`config.mk`:
```
export PLATFORM = sky130hd
export DESIGN_NAME = obt_transceiver
export DESIGN_NICKNAME = d
export VERILOG_FILES = /design/src/logic/obt_pkg.sv /design/src/logic/obt_transceiver.sv
export VERILOG_INCLUDE_DIRS = /design/src /design/src/logic
export SDC_FILE = /design/constraint.sdc
export NUM_CORES = 1
export LEC_CHECK = 0
export BUFFER_PORTS_ARGS = -buffer_cell sky130_fd_sc_hd__buf_2
export CAP_MARGIN = 20
export CORE_MARGIN = 2
export CORE_UTILIZATION = 52
export DETAILED_ROUTE_END_ITERATION = 12
export PLACE_DENSITY = 0.8
export SLEW_MARGIN = 20
export SYNTH_ARGS = -nofsm -noshare
export SYNTH_HDL_FRONTEND = slang
export SYNTH_SLANG_ARGS = --single-unit
```
`constraint.sdc`:
```
create_clock -name i_sys_clk -period 1.4 [get_ports i_sys_clk]
set_input_delay 0 -clock i_sys_clk [delete_from_list [all_inputs] [get_ports i_sys_clk]]
set_output_delay 0 -clock i_sys_clk [all_outputs]
set_load 0.01 [all_outputs]
```
`src/logic/obt_regs.svh`:
```
// obt_regs.svh: reset values and widths for the octal registered transceiver
// assumes: included by its bare name from the package and the core module
`ifndef OBT_REGS_SVH
`define OBT_REGS_SVH

// data width of each bus and each storage register
`define OBT_DATA_W      8

// reset value of every capture clock and bus synchroniser stage
`define OBT_SYNC_RST    1'b0

// reset value of the output data flops
`define OBT_OUT_RST     8'h00

// reset value of the control group: enable inactive (high), rest low
`define OBT_CTL_RST     4'h8

// reset value of the captured-once flags
`define OBT_VLD_RST     1'b0

`endif

```
`src/logic/obt_pkg.sv`:
```
// obt_pkg.sv: types shared by the octal registered transceiver
// assumes: obt_regs.svh is on the include path
`include "obt_regs.svh"

package obt_pkg;

    // ========================================================================
    // control pins, grouped
    // ========================================================================
    typedef struct packed {
        logic oe_b;      // output enable, active low
        logic dir;       // high: drive b side, low: drive a side
        logic sel_a2b;   // high: stored a register, low: live a bus
        logic sel_b2a;   // high: stored b register, low: live b bus
    } obt_ctl_t;

    // ========================================================================
    // which bus the device drives
    // ========================================================================
    typedef enum logic [2:0] {
        OBT_DRV_NONE = 3'b001,
        OBT_DRV_A    = 3'b010,
        OBT_DRV_B    = 3'b100
    } obt_drv_t;

endpackage

```
`src/logic/obt_transceiver.sv`:
```
// obt_transceiver.sv: octal bus transceiver with a and b storage registers
// assumes: every pin input is asynchronous to i_sys_clk; the bus pads
// resolve each two-way pin from its output and output enable
//
// What this block does
// - two eight-bit registers, one per bus side
// - capture clock rises, load that side's bus
// - capture ignores enable and direction settings
// - enable low: direction picks the driven bus
// - direction low, select low: live b to a
// - direction low, select high: b register to a
// - direction high, select low: live a to b
// - direction high, select high: a register to b
// - build option inverts every driven bit
// - enable high, no clock edge: drive nothing, registers hold
// - enable high, both clocks: store both
// - only a clock rises: store a
// - only b clock rises: store b
// - undriven input bus may load either register
// - never drive both buses at once
`timescale 1ns/10ps
`include "obt_regs.svh"

module obt_transceiver #(
    parameter int unsigned DATA_W = `OBT_DATA_W,
    parameter bit          INVERT = 1'b0
) (
    input  wire logic              i_sys_clk,
    input  wire logic              i_rst_b,
    input  wire logic              i_oe_b,
    input  wire logic              i_dir,
    input  wire logic              i_a_to_b_source_select,
    input  wire logic              i_b_to_a_source_select,
    input  wire logic              i_a_side_capture_clock,
    input  wire logic              i_b_side_capture_clock,
    input  wire logic [DATA_W-1:0] i_a_side_bus,
    output logic      [DATA_W-1:0] o_a_side_bus,
    output logic                   o_a_side_bus_oe,
    input  wire logic [DATA_W-1:0] i_b_side_bus,
    output logic      [DATA_W-1:0] o_b_side_bus,
    output logic                   o_b_side_bus_oe,
    output logic      [DATA_W-1:0] o_a_reg,
    output logic      [DATA_W-1:0] o_b_reg,
    output logic                   o_a_reg_valid,
    output logic                   o_b_reg_valid,
    output logic                   o_a_capture,
    output logic                   o_b_capture
);

    // ========================================================================
    // declarations
    // ========================================================================
    obt_pkg::obt_ctl_t   ctl_pin;
    obt_pkg::obt_ctl_t   ctl_s1_ff;
    obt_pkg::obt_ctl_t   ctl_s2_ff;
    obt_pkg::obt_ctl_t   nxt_ctl_s1;
    obt_pkg::obt_ctl_t   nxt_ctl_s2;

    logic [2:0]          a_clk_sync_ff;
    logic [2:0]          b_clk_sync_ff;
    logic [2:0]          nxt_a_clk_sync;
    logic [2:0]          nxt_b_clk_sync;

    logic [DATA_W-1:0]   a_s1_ff;
    logic [DATA_W-1:0]   a_s2_ff;
    logic [DATA_W-1:0]   a_s3_ff;
    logic [DATA_W-1:0]   b_s1_ff;
    logic [DATA_W-1:0]   b_s2_ff;
    logic [DATA_W-1:0]   b_s3_ff;
    logic [DATA_W-1:0]   nxt_a_s1;
    logic [DATA_W-1:0]   nxt_a_s2;
    logic [DATA_W-1:0]   nxt_a_s3;
    logic [DATA_W-1:0]   nxt_b_s1;
    logic [DATA_W-1:0]   nxt_b_s2;
    logic [DATA_W-1:0]   nxt_b_s3;

    logic                a_clk_rise;
    logic                b_clk_rise;

    logic [DATA_W-1:0]   a_reg_ff;
    logic [DATA_W-1:0]   b_reg_ff;
    logic [DATA_W-1:0]   nxt_a_reg;
    logic [DATA_W-1:0]   nxt_b_reg;
    logic                a_vld_ff;
    logic                b_vld_ff;
    logic                nxt_a_vld;
    logic                nxt_b_vld;
    logic                a_cap_ff;
    logic                b_cap_ff;

    obt_pkg::obt_drv_t   drv_ff;
    obt_pkg::obt_drv_t   nxt_drv;
    obt_pkg::obt_drv_t   want_drv;

    logic [DATA_W-1:0]   a_out_ff;
    logic [DATA_W-1:0]   b_out_ff;
    logic [DATA_W-1:0]   nxt_a_out;
    logic [DATA_W-1:0]   nxt_b_out;
    logic [DATA_W-1:0]   src_to_a;
    logic [DATA_W-1:0]   src_to_b;
    logic [DATA_W-1:0]   pol_to_a;
    logic [DATA_W-1:0]   pol_to_b;

    // ========================================================================
    // functions
    // ========================================================================
    // rising edge seen between the second and third synchroniser stages
    function automatic logic edge_up(input logic [2:0] sync);
        edge_up = sync[1] & ~sync[2];
    endfunction

    // two-way choice between live bus data and stored data
    function automatic logic [DATA_W-1:0] pick_src(
        input logic              stored,
        input logic [DATA_W-1:0] live,
        input logic [DATA_W-1:0] held
    );
        pick_src = stored ? held : live;
    endfunction

    // ========================================================================
    // control pin synchronisers
    // ========================================================================
    // pins gathered into the control group
    always_comb begin
        ctl_pin.oe_b    = i_oe_b;
        ctl_pin.dir     = i_dir;
        ctl_pin.sel_a2b = i_a_to_b_source_select;
        ctl_pin.sel_b2a = i_b_to_a_source_select;
    end

    // two stages; only the second stage feeds any logic
    always_comb begin
        nxt_ctl_s1 = ctl_pin;
        nxt_ctl_s2 = ctl_s1_ff;
    end

    always_ff @(posedge i_sys_clk or negedge i_rst_b) begin
        if (!i_rst_b) begin
            ctl_s1_ff <= `OBT_CTL_RST;
            ctl_s2_ff <= `OBT_CTL_RST;
        end else begin
            ctl_s1_ff <= nxt_ctl_s1;
            ctl_s2_ff <= nxt_ctl_s2;
        end
    end

    // ========================================================================
    // capture clock and bus synchronisers
    // ========================================================================
    // clocks get a third stage for edge detection; bus data also runs three stages,
    // one past the edge tap, so the value used is the one present before the edge
    always_comb begin
        nxt_a_clk_sync = {a_clk_sync_ff[1:0], i_a_side_capture_clock};
        nxt_b_clk_sync = {b_clk_sync_ff[1:0], i_b_side_capture_clock};
        nxt_a_s1 = i_a_side_bus;
        nxt_a_s2 = a_s1_ff;
        nxt_a_s3 = a_s2_ff;
        nxt_b_s1 = i_b_side_bus;
        nxt_b_s2 = b_s1_ff;
        nxt_b_s3 = b_s2_ff;
    end

    always_ff @(posedge i_sys_clk or negedge i_rst_b) begin
        if (!i_rst_b) begin
            a_clk_sync_ff <= {3{`OBT_SYNC_RST}};
            b_clk_sync_ff <= {3{`OBT_SYNC_RST}};
            a_s1_ff <= {DATA_W{`OBT_SYNC_RST}};
            a_s2_ff <= {DATA_W{`OBT_SYNC_RST}};
            a_s3_ff <= {DATA_W{`OBT_SYNC_RST}};
            b_s1_ff <= {DATA_W{`OBT_SYNC_RST}};
            b_s2_ff <= {DATA_W{`OBT_SYNC_RST}};
            b_s3_ff <= {DATA_W{`OBT_SYNC_RST}};
        end else begin
            a_clk_sync_ff <= nxt_a_clk_sync;
            b_clk_sync_ff <= nxt_b_clk_sync;
            a_s1_ff <= nxt_a_s1;
            a_s2_ff <= nxt_a_s2;
            a_s3_ff <= nxt_a_s3;
            b_s1_ff <= nxt_b_s1;
            b_s2_ff <= nxt_b_s2;
            b_s3_ff <= nxt_b_s3;
        end
    end

    // edge strobes, independent of enable and direction
    assign a_clk_rise = edge_up(a_clk_sync_ff);
    assign b_clk_rise = edge_up(b_clk_sync_ff);

    // ========================================================================
    // storage registers
    // ========================================================================
    // each register loads only from its own bus on its own clock edge;
    // the clocks are independent, so one, the other or both may load in
    // a cycle, and the undriven bus is as good a source as any
    always_comb begin
        nxt_a_reg = a_reg_ff;
        nxt_b_reg = b_reg_ff;
        if (a_clk_rise) begin
            nxt_a_reg = a_s3_ff;
        end
        if (b_clk_rise) begin
            nxt_b_reg = b_s3_ff;
        end
        nxt_a_vld = a_vld_ff | a_clk_rise;
        nxt_b_vld = b_vld_ff | b_clk_rise;
    end

    // no reset on the storage itself, as in the part it models
    always_ff @(posedge i_sys_clk) begin
        a_reg_ff <= nxt_a_reg;
        b_reg_ff <= nxt_b_reg;
    end

    // flags that tell the user a register has been loaded at least once
    always_ff @(posedge i_sys_clk or negedge i_rst_b) begin
        if (!i_rst_b) begin
            a_vld_ff <= `OBT_VLD_RST;
            b_vld_ff <= `OBT_VLD_RST;
            a_cap_ff <= `OBT_VLD_RST;
            b_cap_ff <= `OBT_VLD_RST;
        end else begin
            a_vld_ff <= nxt_a_vld;
            b_vld_ff <= nxt_b_vld;
            a_cap_ff <= a_clk_rise;
            b_cap_ff <= b_clk_rise;
        end
    end

    // ========================================================================
    // drive direction state
    // ========================================================================
    // wanted drive from enable and direction
    always_comb begin
        if (ctl_s2_ff.oe_b) begin
            want_drv = obt_pkg::OBT_DRV_NONE;
        end else if (ctl_s2_ff.dir) begin
            want_drv = obt_pkg::OBT_DRV_B;
        end else begin
            want_drv = obt_pkg::OBT_DRV_A;
        end
    end

    // a swap between a and b passes through one idle cycle so the two
    // enables never overlap, even for a single edge
    always_comb begin
        case (drv_ff)
            obt_pkg::OBT_DRV_NONE: begin
                nxt_drv = want_drv;
            end
            obt_pkg::OBT_DRV_A: begin
                if (want_drv == obt_pkg::OBT_DRV_B) begin
                    nxt_drv = obt_pkg::OBT_DRV_NONE;
                end else begin
                    nxt_drv = want_drv;
                end
            end
            obt_pkg::OBT_DRV_B: begin
                if (want_drv == obt_pkg::OBT_DRV_A) begin
                    nxt_drv = obt_pkg::OBT_DRV_NONE;
                end else begin
                    nxt_drv = want_drv;
                end
            end
            default: begin
                nxt_drv = obt_pkg::OBT_DRV_NONE;
            end
        endcase
    end

    always_ff @(posedge i_sys_clk or negedge i_rst_b) begin
        if (!i_rst_b) begin
            drv_ff <= obt_pkg::OBT_DRV_NONE;
        end else begin
            drv_ff <= nxt_drv;
        end
    end

    // ========================================================================
    // output data path
    // ========================================================================
    // source choice per direction: live bus or stored register
    assign src_to_a = pick_src(ctl_s2_ff.sel_b2a, b_s3_ff, b_reg_ff);
    assign src_to_b = pick_src(ctl_s2_ff.sel_a2b, a_s3_ff, a_reg_ff);

    // polarity per bit, fixed at build time
    genvar gi;
    generate
        for (gi = 0; gi < DATA_W; gi++) begin : g_pol
            assign pol_to_a[gi] = src_to_a[gi] ^ INVERT;
            assign pol_to_b[gi] = src_to_b[gi] ^ INVERT;
        end
    endgenerate

    always_comb begin
        nxt_a_out = pol_to_a;
        nxt_b_out = pol_to_b;
    end

    always_ff @(posedge i_sys_clk or negedge i_rst_b) begin
        if (!i_rst_b) begin
            a_out_ff <= `OBT_OUT_RST;
            b_out_ff <= `OBT_OUT_RST;
        end else begin
            a_out_ff <= nxt_a_out;
            b_out_ff <= nxt_b_out;
        end
    end

    // ========================================================================
    // outputs
    // ========================================================================
    // enables come straight from the one-hot state, so at most one is set
    assign o_a_side_bus_oe = (drv_ff == obt_pkg::OBT_DRV_A);
    assign o_b_side_bus_oe = (drv_ff == obt_pkg::OBT_DRV_B);
    assign o_a_side_bus    = a_out_ff;
    assign o_b_side_bus    = b_out_ff;
    assign o_a_reg         = a_reg_ff;
    assign o_b_reg         = b_reg_ff;
    assign o_a_reg_valid   = a_vld_ff;
    assign o_b_reg_valid   = b_vld_ff;
    assign o_a_capture     = a_cap_ff;
    assign o_b_capture     = b_cap_ff;

endmodule // obt_transceiver

```
==> out/results.txt, run 1 <==
The run finished with clean final reports. The part of the Yosys area used for sequential elements is 89.34%, and the fraction of final layout cells with drive strength greater than 1 is 43.70%. The detail-routed via count per cell works out to 4.477. The tools report the number of antenna violations at the first check in global routing as 0. The tools report the fmax as 835.6 MHz. The setup check on the worst reg-to-reg path leaves a slack of 0.33 ns.

Dividing the detail-routed wire length by the instance count gives 13.99 µm. The routed layout has 1388 vias. The number of synthesized register bits is 101, and the maximum fanout along the worst path is 7.

The detailed router put a total of 1961 µm of wire on met1. The run gives 6.5% as the logic gate share of total power. Cell internal power was estimated by the tool at 4172 µW.

In this run the tightest slew margin relative to its limit is 67.51%. For this design the ratio of total power to cell area is 1405 mW/mm². Setup repair after global routing left no endpoint under its margin. The synthesized netlist contains 15 unique library cells.

CTS placed an instance of sky130_fd_sc_hd__clkbuf_8 at the clock tree root. TritonCTS built the clock tree. The first global-routing pass estimated 7189 µm of wire.

The die footprint is 0.006236 mm². The logs give 61.1% for the fraction of power consumed by sequential logic and 0 for the antenna cell count. The congestion estimate from routability-driven global placement came to 0.7282. The TritonCTS sink count came out at 101.

In this run the power spent charging and discharging nets is 1147 µW. Counting every net in the synthesized netlist gives 159. Global routing finished with a remaining overflow of 0. The detail route stage leaves a number of antenna-violating nets equal to 0.

The run gives 0.7808 mV as the worst supply voltage drop on vdd. The logs give 0 for the final routed DRC violation total and 0 for the final count of pins violating max slew. Counting along the longest clock path gives a buffer depth of 2. Type of origin of the critical path: a flop. Critical path start-end classification: flop to primary output. The global-route usage over all layers came out at 15.80%. In this run the number of H-tree levels came out at 3. Synthesis produced a netlist whose cell count is 135. Detailed routing placed a total of 181 µm of wire on met3.

Measured along the y axis, the die boundary spans 78.97 µm. For the number of nets in the final layout, the log shows 257. For this design the top-level I/O count stands at 62. The number of iterations in the first detailed-routing pass was 4.

The routed design has 4336 µm of wire. During synthesis, Yosys emitted a total of 0 warnings. Clock-pin slew was measured on the worst setup and hold paths at 0.09 ns. The logs give 41 for the largest net degree at the start of global routing and 1481 for the number of global-route vias before repair. The transition time at the pin with the least slew margin works out to 0.4874 ns. The switching part of the total power works out to 21.57%.

The ratio of final minimum period to clock period is 85.48%, and the count of fill cells added during filler insertion is 352. The run gives 0 as the number of hold violations in the final report. The part of the power in the clock network is 32.4%. The count of standard-cell rows is 27. After routing, the total negative slack on setup checks comes to 0 ns.

Number of max-cap violations: 0. Data on the critical path is required at its endpoint by 1.40 ns. The die boundary width was 78.97 µm. Post-route minimum period: 1.197 ns. The area growth from synthesis to layout is 29.49%. After the first detailed-routing iteration, the DRC count stood at 78.

The worst hold path belongs to the class input pin to async pin. Setup violations remaining at the end of the flow were counted as 0. The initial utilization of the core area, before any placement, comes to 53.41%. STA classifies the critical path endpoint as a primary output. The routed length on met2 is 2100 µm. The analysis attributes to cell leakage a power of 0.001693 µW. The core region is 0.005473 mm². Clock latency on the worst-skew pair, taken at its later pin, is 0.34 ns. Leaving out filler cells and counting taps, the final layout contains 310. The multi-input combinational cells in the finished layout cover a total of 292.8 µm².

After clock tree synthesis, the repair step resized 0 gates. Registers take 0.002611 mm². In this run the tool buffered the top-level ports with 61 buffer cells. The placed cell count is 271, and the post-synthesis area per instance is 21.65 µm². The highest metal layer carrying signal wires in the routed design is met4.

The run gives 2884 µm as the HPWL after detailed placement. The tools report the netlist area before placement as 0.002923 mm². Buffers inserted during clock tree synthesis total 9.

The worst clock skew was 0.008327 ns. Data on the critical path arrives at its endpoint at 1.20 ns.
==> worst paths after layout <==
kind / start / to / cells after the start
setup reg to reg: a_clk_sync_ff[1]$_DFF_PN0_ / o_a_reg_valid$_DFF_PN0_ / 3
hold / removal: i_rst_b / ctl_s2_ff[0]$_DFF_PN0_ / 2
setup / recovery: drv_ff[1]$_DFF_PN0_ / o_a_side_bus_oe / 2
min in group i_sys_clk: i_a_side_bus[4] / a_s1_ff[4]$_DFF_PN0_ / 2
max in group asynchronous: i_rst_b / drv_ff[0]$_DFF_PN1_ / 3
hold reg to reg: b_s2_ff[1]$_DFF_PN0_ / b_s3_ff[1]$_DFF_PN0_ / 0
==> per-stage QoR <==
| step | worst slack [ns] | instance area, µm² | total power, µW | util, % | hold WS, ns |
|---|---|---|---|---|---|
| after global routing | 0.1167 | 3785 | 5562 | 69.16 | 0.2027 |
| after floorplan | 0.2347 | 2923 | 3412 | - | -0.2956 |
| after global placement | 0.3720 | 3363 | 3589 | 61.45 | -0.006800 |
| after detailed placement | 0.3112 | 3363 | 3613 | 61.45 | -0.003268 |
| final | 0.2032 | 3785 | 5319 | 69.16 | 0.1624 |
| after CTS | 0.1832 | 3785 | 5376 | 69.16 | 0.1693 |
==> worst max-delay path, cell delays in order, from the launching register on <==
cell and delay [ns]:
sky130_fd_sc_hd__dfrtp_1 0.48, sky130_fd_sc_hd__nor3b_1 0.21, sky130_fd_sc_hd__buf_2 0.17
==> cells in the final DEF (no fill, tap or decap), types with 2 or more instances in the layout <==
| cell | Yosys | layout |
|---|---|---|
| sky130_fd_sc_hd__buf_2 | 3 | 60 |
| sky130_fd_sc_hd__clkinvlp_4 | 0 | 2 |
| sky130_fd_sc_hd__mux2_2 | 16 | 16 |
| sky130_fd_sc_hd__buf_4 | 0 | 6 |
| sky130_fd_sc_hd__clkbuf_8 | 0 | 9 |
| sky130_fd_sc_hd__nor3b_1 | 3 | 3 |
| sky130_fd_sc_hd__edfxtp_1 | 16 | 16 |
| sky130_fd_sc_hd__xnor2_1 | 2 | 2 |
| sky130_fd_sc_hd__dfrtp_1 | 82 | 82 |
| sky130_fd_sc_hd__clkinv_2 | 0 | 2 |
| sky130_fd_sc_hd__dfstp_2 | 3 | 3 |
| sky130_fd_sc_hd__or2_2 | 2 | 2 |
| sky130_fd_sc_hd__nor2b_1 | 2 | 2 |
| sky130_fd_sc_hd__dlygate4sd3_1 | 0 | 23 |
==> cell families (layout without fill, tap and decap cells) <==
kind of cell	after synthesis	after routing	share of synthesized area [%]
AO/OA/AOI/OAI	1	1	0.2569
XOR/XNOR	2	2	0.5994
buffers and inverters	4	107	0.6418
flip-flops	101	101	89.34
multiplexers	16	16	6.164
AND/OR/NAND/NOR	11	11	2.996
==> power groups by stage <==
stage	Combinational [µW]	Clock (µW)	Sequential, µW
after floorplan	98.8	0	3310
after global placement	290	0	3300
after detailed placement	300	0	3310
after CTS	351	1770	3250
after global routing	379	1910	3270
final	344	1730	3250
==> routing by layer <==
| metal | GRT usage, % | vias up |
|---|---|---|
| li1 | - | 647 |
| met1 | 22.19 | 692 |
| met2 | 23.39 | 39 |
| met3 | 3.977 | 10 |
| met4 | 7.931 | 0 |
| met5 | 0 | - |
==> repair_timing <==
action | in CTS | in global routing
buffers inserted | 0 | 0
hold endpoints to repair | 81 | 0
setup endpoints to repair | 0 | 0
hold buffers | 23 | 0
==> synth_stat cells <==
| cell | instances | area (µm²) |
|---|---|---|
| sky130_fd_sc_hd__dfrtp_1 | 82 | 2052 |
| sky130_fd_sc_hd__edfxtp_1 | 16 | 480.5 |
| sky130_fd_sc_hd__mux2_2 | 16 | 180.2 |
| sky130_fd_sc_hd__buf_2 | 3 | 15.01 |
| sky130_fd_sc_hd__dfstp_2 | 3 | 78.83 |
| sky130_fd_sc_hd__nor3b_1 | 3 | 22.52 |
| sky130_fd_sc_hd__nor2b_1 | 2 | 12.51 |
| sky130_fd_sc_hd__or2_2 | 2 | 12.51 |
| sky130_fd_sc_hd__xnor2_1 | 2 | 17.52 |
| sky130_fd_sc_hd__inv_1 | 1 | 3.750 |
| sky130_fd_sc_hd__nor4_1 | 1 | 6.260 |
| sky130_fd_sc_hd__nor4b_1 | 1 | 8.760 |
| sky130_fd_sc_hd__nor4b_2 | 1 | 15.01 |
| sky130_fd_sc_hd__nor4bb_1 | 1 | 10.01 |
| sky130_fd_sc_hd__o31ai_1 | 1 | 7.510 |
==> layout make-up <==
type                            count  area share [%]
Clock buffer                       10           3.372
Clock inverter                      6           1.686
Inverter                            1         0.09917
Multi-Input combinational cell     30           7.736
Sequential cell                   101           68.99
Tap cell                           72           2.380
Timing Repair Buffer               90           15.74
No activity file was read; power rests on OpenSTA's default activity.
==> run 2: changes to the inputs <==
--- a/config.mk
+++ b/config.mk
@@ -12,6 +12,7 @@
 export CORE_UTILIZATION = 52
 export DETAILED_ROUTE_END_ITERATION = 12
 export PLACE_DENSITY = 0.8
+export SETUP_SLACK_MARGIN = 0.5
 export SLEW_MARGIN = 20
 export SYNTH_ARGS = -nofsm -noshare
 export SYNTH_HDL_FRONTEND = slang
==> run 2 against run 1 <==
Via count increased by 8.3%. Count of clock-buffer cells in the layout increased by 1. Highest routed layer unchanged. Die area unchanged. Clock power about the same. Largest cell class unchanged. Non-clock buffer count increased by 15. Critical path depth unchanged. Largest power group unchanged.
==> out/results.txt, run 2 (same netlist as run 1, synthesis figures left out) <==
The wire length of the first global-routing pass is 7803 µm. Wires add up to 4861 µm. In this run the tool buffered the top-level ports with 61 buffer cells.

STA puts the critical path data required time at 1.40 ns. Worst clock skew: 0.008992 ns. The power density over cell area was 1346 mW/mm²; the routability congestion estimate from global placement was 0.7477. The transition time at the pin with the least slew margin was 0.3961 ns. Once layout is complete, the cells apart from fillers number 327.

For the internal portion of total power, the log shows 4246 µW. In the final layout, the share of cells above drive strength 1 is 50.98%. The number of DRC violations after detailed-routing iteration 0 was 110. 62 I/O pins were placed.

The total negative slack came out at 0 ns. The flow ran to the end, and the final reports show no timing, DRC or antenna violations. TritonCTS sink count: 101. The top cell types in the final layout, fill and taps aside, are 77 x sky130_fd_sc_hd__dfrtp_1, 60 x sky130_fd_sc_hd__buf_2, 23 x sky130_fd_sc_hd__dlygate4sd3_1, 20 x sky130_fd_sc_hd__buf_4. The antenna cell count is 0. The tools report the root buffer cell as sky130_fd_sc_hd__clkbuf_8. The number of global-route vias before repair is 1589, and the number of hold violations in the final report is 0. After legalization and detailed placement, the total HPWL measured 2750 µm. By startpoint and endpoint, the worst setup path is classified as flop to primary output. Global routing used 17.40% of the available tracks.

The maximum fanout along the worst path is 4, and the number of buffers created by CTS is 9. The routed length per placed instance came out at 14.87 µm. The tools report the critical path endpoint category as a primary output. For the number of nets in the final layout, the log shows 274. Setup repair after global routing could not meet its margin everywhere.

The maximum clock insertion buffer count was 2. The part of the power in the clock network was 31.7%; the ratio of final minimum period to clock period was 80.68%. The run gives 1.13 ns as the critical path arrival.

The tools report the remaining global-route overflow as 0. Once placement finished, the instance area stood at 0.003348 mm². The die is 78.97 µm wide. The die covers 0.006236 mm². Detailed routing inserted a total of 1503 vias. The number of placed instances, taps included, is 267. Measured against its own limit, the worst slew margin works out to 73.59%.

The area growth from synthesis to layout is 37.93%. The clock input transition at the sequential cells of the worst setup and hold paths works out to 0.09 ns. TritonCTS built the clock tree. The initial core utilization is 53.41%.

Once routing completed, OpenROAD measured the worst setup slack at 0.2705 ns. Path category of the worst min-delay check: input pin to async pin. Leakage power summed over all cells: 0.001868 µW. In the routed design, unresolved DRC markers number 0. The run gives 0 as the number of max-cap violations. The post-route minimum period is 1.129 ns, and the largest net degree at the start of global routing is 43. The height of the die was 78.97 µm; the core box area was 0.005473 mm².

For this run, the top clock speed supported by timing is 885.4 MHz. In the routed layout, each cell is associated on average with a via count of 4.596. The type of origin of the critical path was a flop. The maximum level of the CTS H-tree came out at 3. The logic gate share of total power is 8.4%.

The tools report the placement-stage worst setup slack as 0.3422 ns. The analysis attributes to net switching a power of 1181 µW. Once detail routing completed, the nets flagged for antenna violations numbered 0.

Of the total power, registers draw 59.9%. Setup violations remaining at the end of the flow were counted as 0. The clock latency reported for the late side of the worst-skew pair was 0.35 ns; the worst supply voltage drop on vdd was 0.8489 mV. The floorplan has 27 rows.

The switching part of the total power was 21.76%; the number of iterations in the first detailed-routing pass was 4. The logs give 0 for the final count of pins violating max slew and 0 for the number of antenna violations at the first check in global routing. The leading cell type in the layout, fill and taps excluded is sky130_fd_sc_hd__dfrtp_1.

The run gives 0.004031 mm² as the final design instance area without fill.
run 2: changes by cell type in the layout (fill, tap and decap cells not counted), sizes merged:
cell / delta
clkinvlp: -2
nor2b: +2
buf: +15
inv: +1
clkbuf: +1
run 2: layer usage:
layer | vias to the layer above | wire, µm | share of wire, % | track usage, %
li1 | 685 | - | - | -
met1 | 768 | 2055 | 42 | 22.15
met2 | 40 | 2546 | 52 | 27.63
met3 | 10 | 176 | 3.6 | 3.864
met4 | 0 | 82 | 1.7 | 10.52
met5 | - | 0 | 0 | 0
run 2: what timing repair did:
item	4_1_cts	5_1_grt
cloned	2	0
endpoints found under the setup margin	53	57
hold buffers	23	0
resized for setup	27	1
hold endpoints to repair	104	0
pin swaps	1	0
buffers inserted	10	9
run 2: final timing paths:
check | from | endpoint | slack, ns | depth (start not counted)
min in group i_sys_clk | i_b_side_bus[7] | b_s1_ff[7]$_DFF_PN0_ | 0.28 | 2
hold reg to reg | b_s1_ff[0]$_DFF_PN0_ | b_s2_ff[0]$_DFF_PN0_ | 0.35 | 0
setup reg to reg | drv_ff[0]$_DFF_PN1_ | drv_ff[2]$_DFF_PN0_ | 0.29 | 3
max in group asynchronous | i_rst_b | ctl_s1_ff[3]$_DFF_PN1_ | 0.70 | 3
hold / removal | i_rst_b | o_b_side_bus[4]$_DFF_PN0_ | 0.11 | 2
setup / recovery | drv_ff[0]$_DFF_PN1_ | o_b_side_bus_oe | 0.27 | 2
run 2: layout make-up:
| cell class | instances | area (µm²) |
|---|---|---|
| well taps | 72 | 90.09 |
| clock inverters | 5 | 51.30 |
| flip-flops and latches | 101 | 2618 |
| repair buffers | 105 | 720.7 |
| fillers | 349 | 1441 |
| multi-input cells | 32 | 416.7 |
| clock buffers | 11 | 131.4 |
| inverters | 1 | 3.754 |
run 2: metrics by stage:
step / utilization, % / power (µW) / hold WS (ns)
finish: 73.66 / 5427 / 0.1055
global route: 73.66 / 5661 / 0.1391
CTS: 72.34 / 5428 / 0.09684
detailed placement: 61.18 / 3609 / -0.04492
global placement: 61.18 / 3586 / -0.05199
floorplan: - / 3426 / -0.2956
run 2: power groups by stage:
stage	clock network [µW]	registers (µW)	logic, µW
2_1_floorplan	0	3320	109
3_3_place_gp	0	3300	286
3_5_place_dp	0	3310	296
4_1_cts	1750	3250	432
5_1_grt	1890	3270	494
6_report	1720	3250	455
run 2: critical path, cell delays in order, from the launching register on:
cell and delay (ns):
sky130_fd_sc_hd__dfstp_2 0.59, sky130_fd_sc_hd__nor3b_2 0.06, sky130_fd_sc_hd__buf_2 0.14
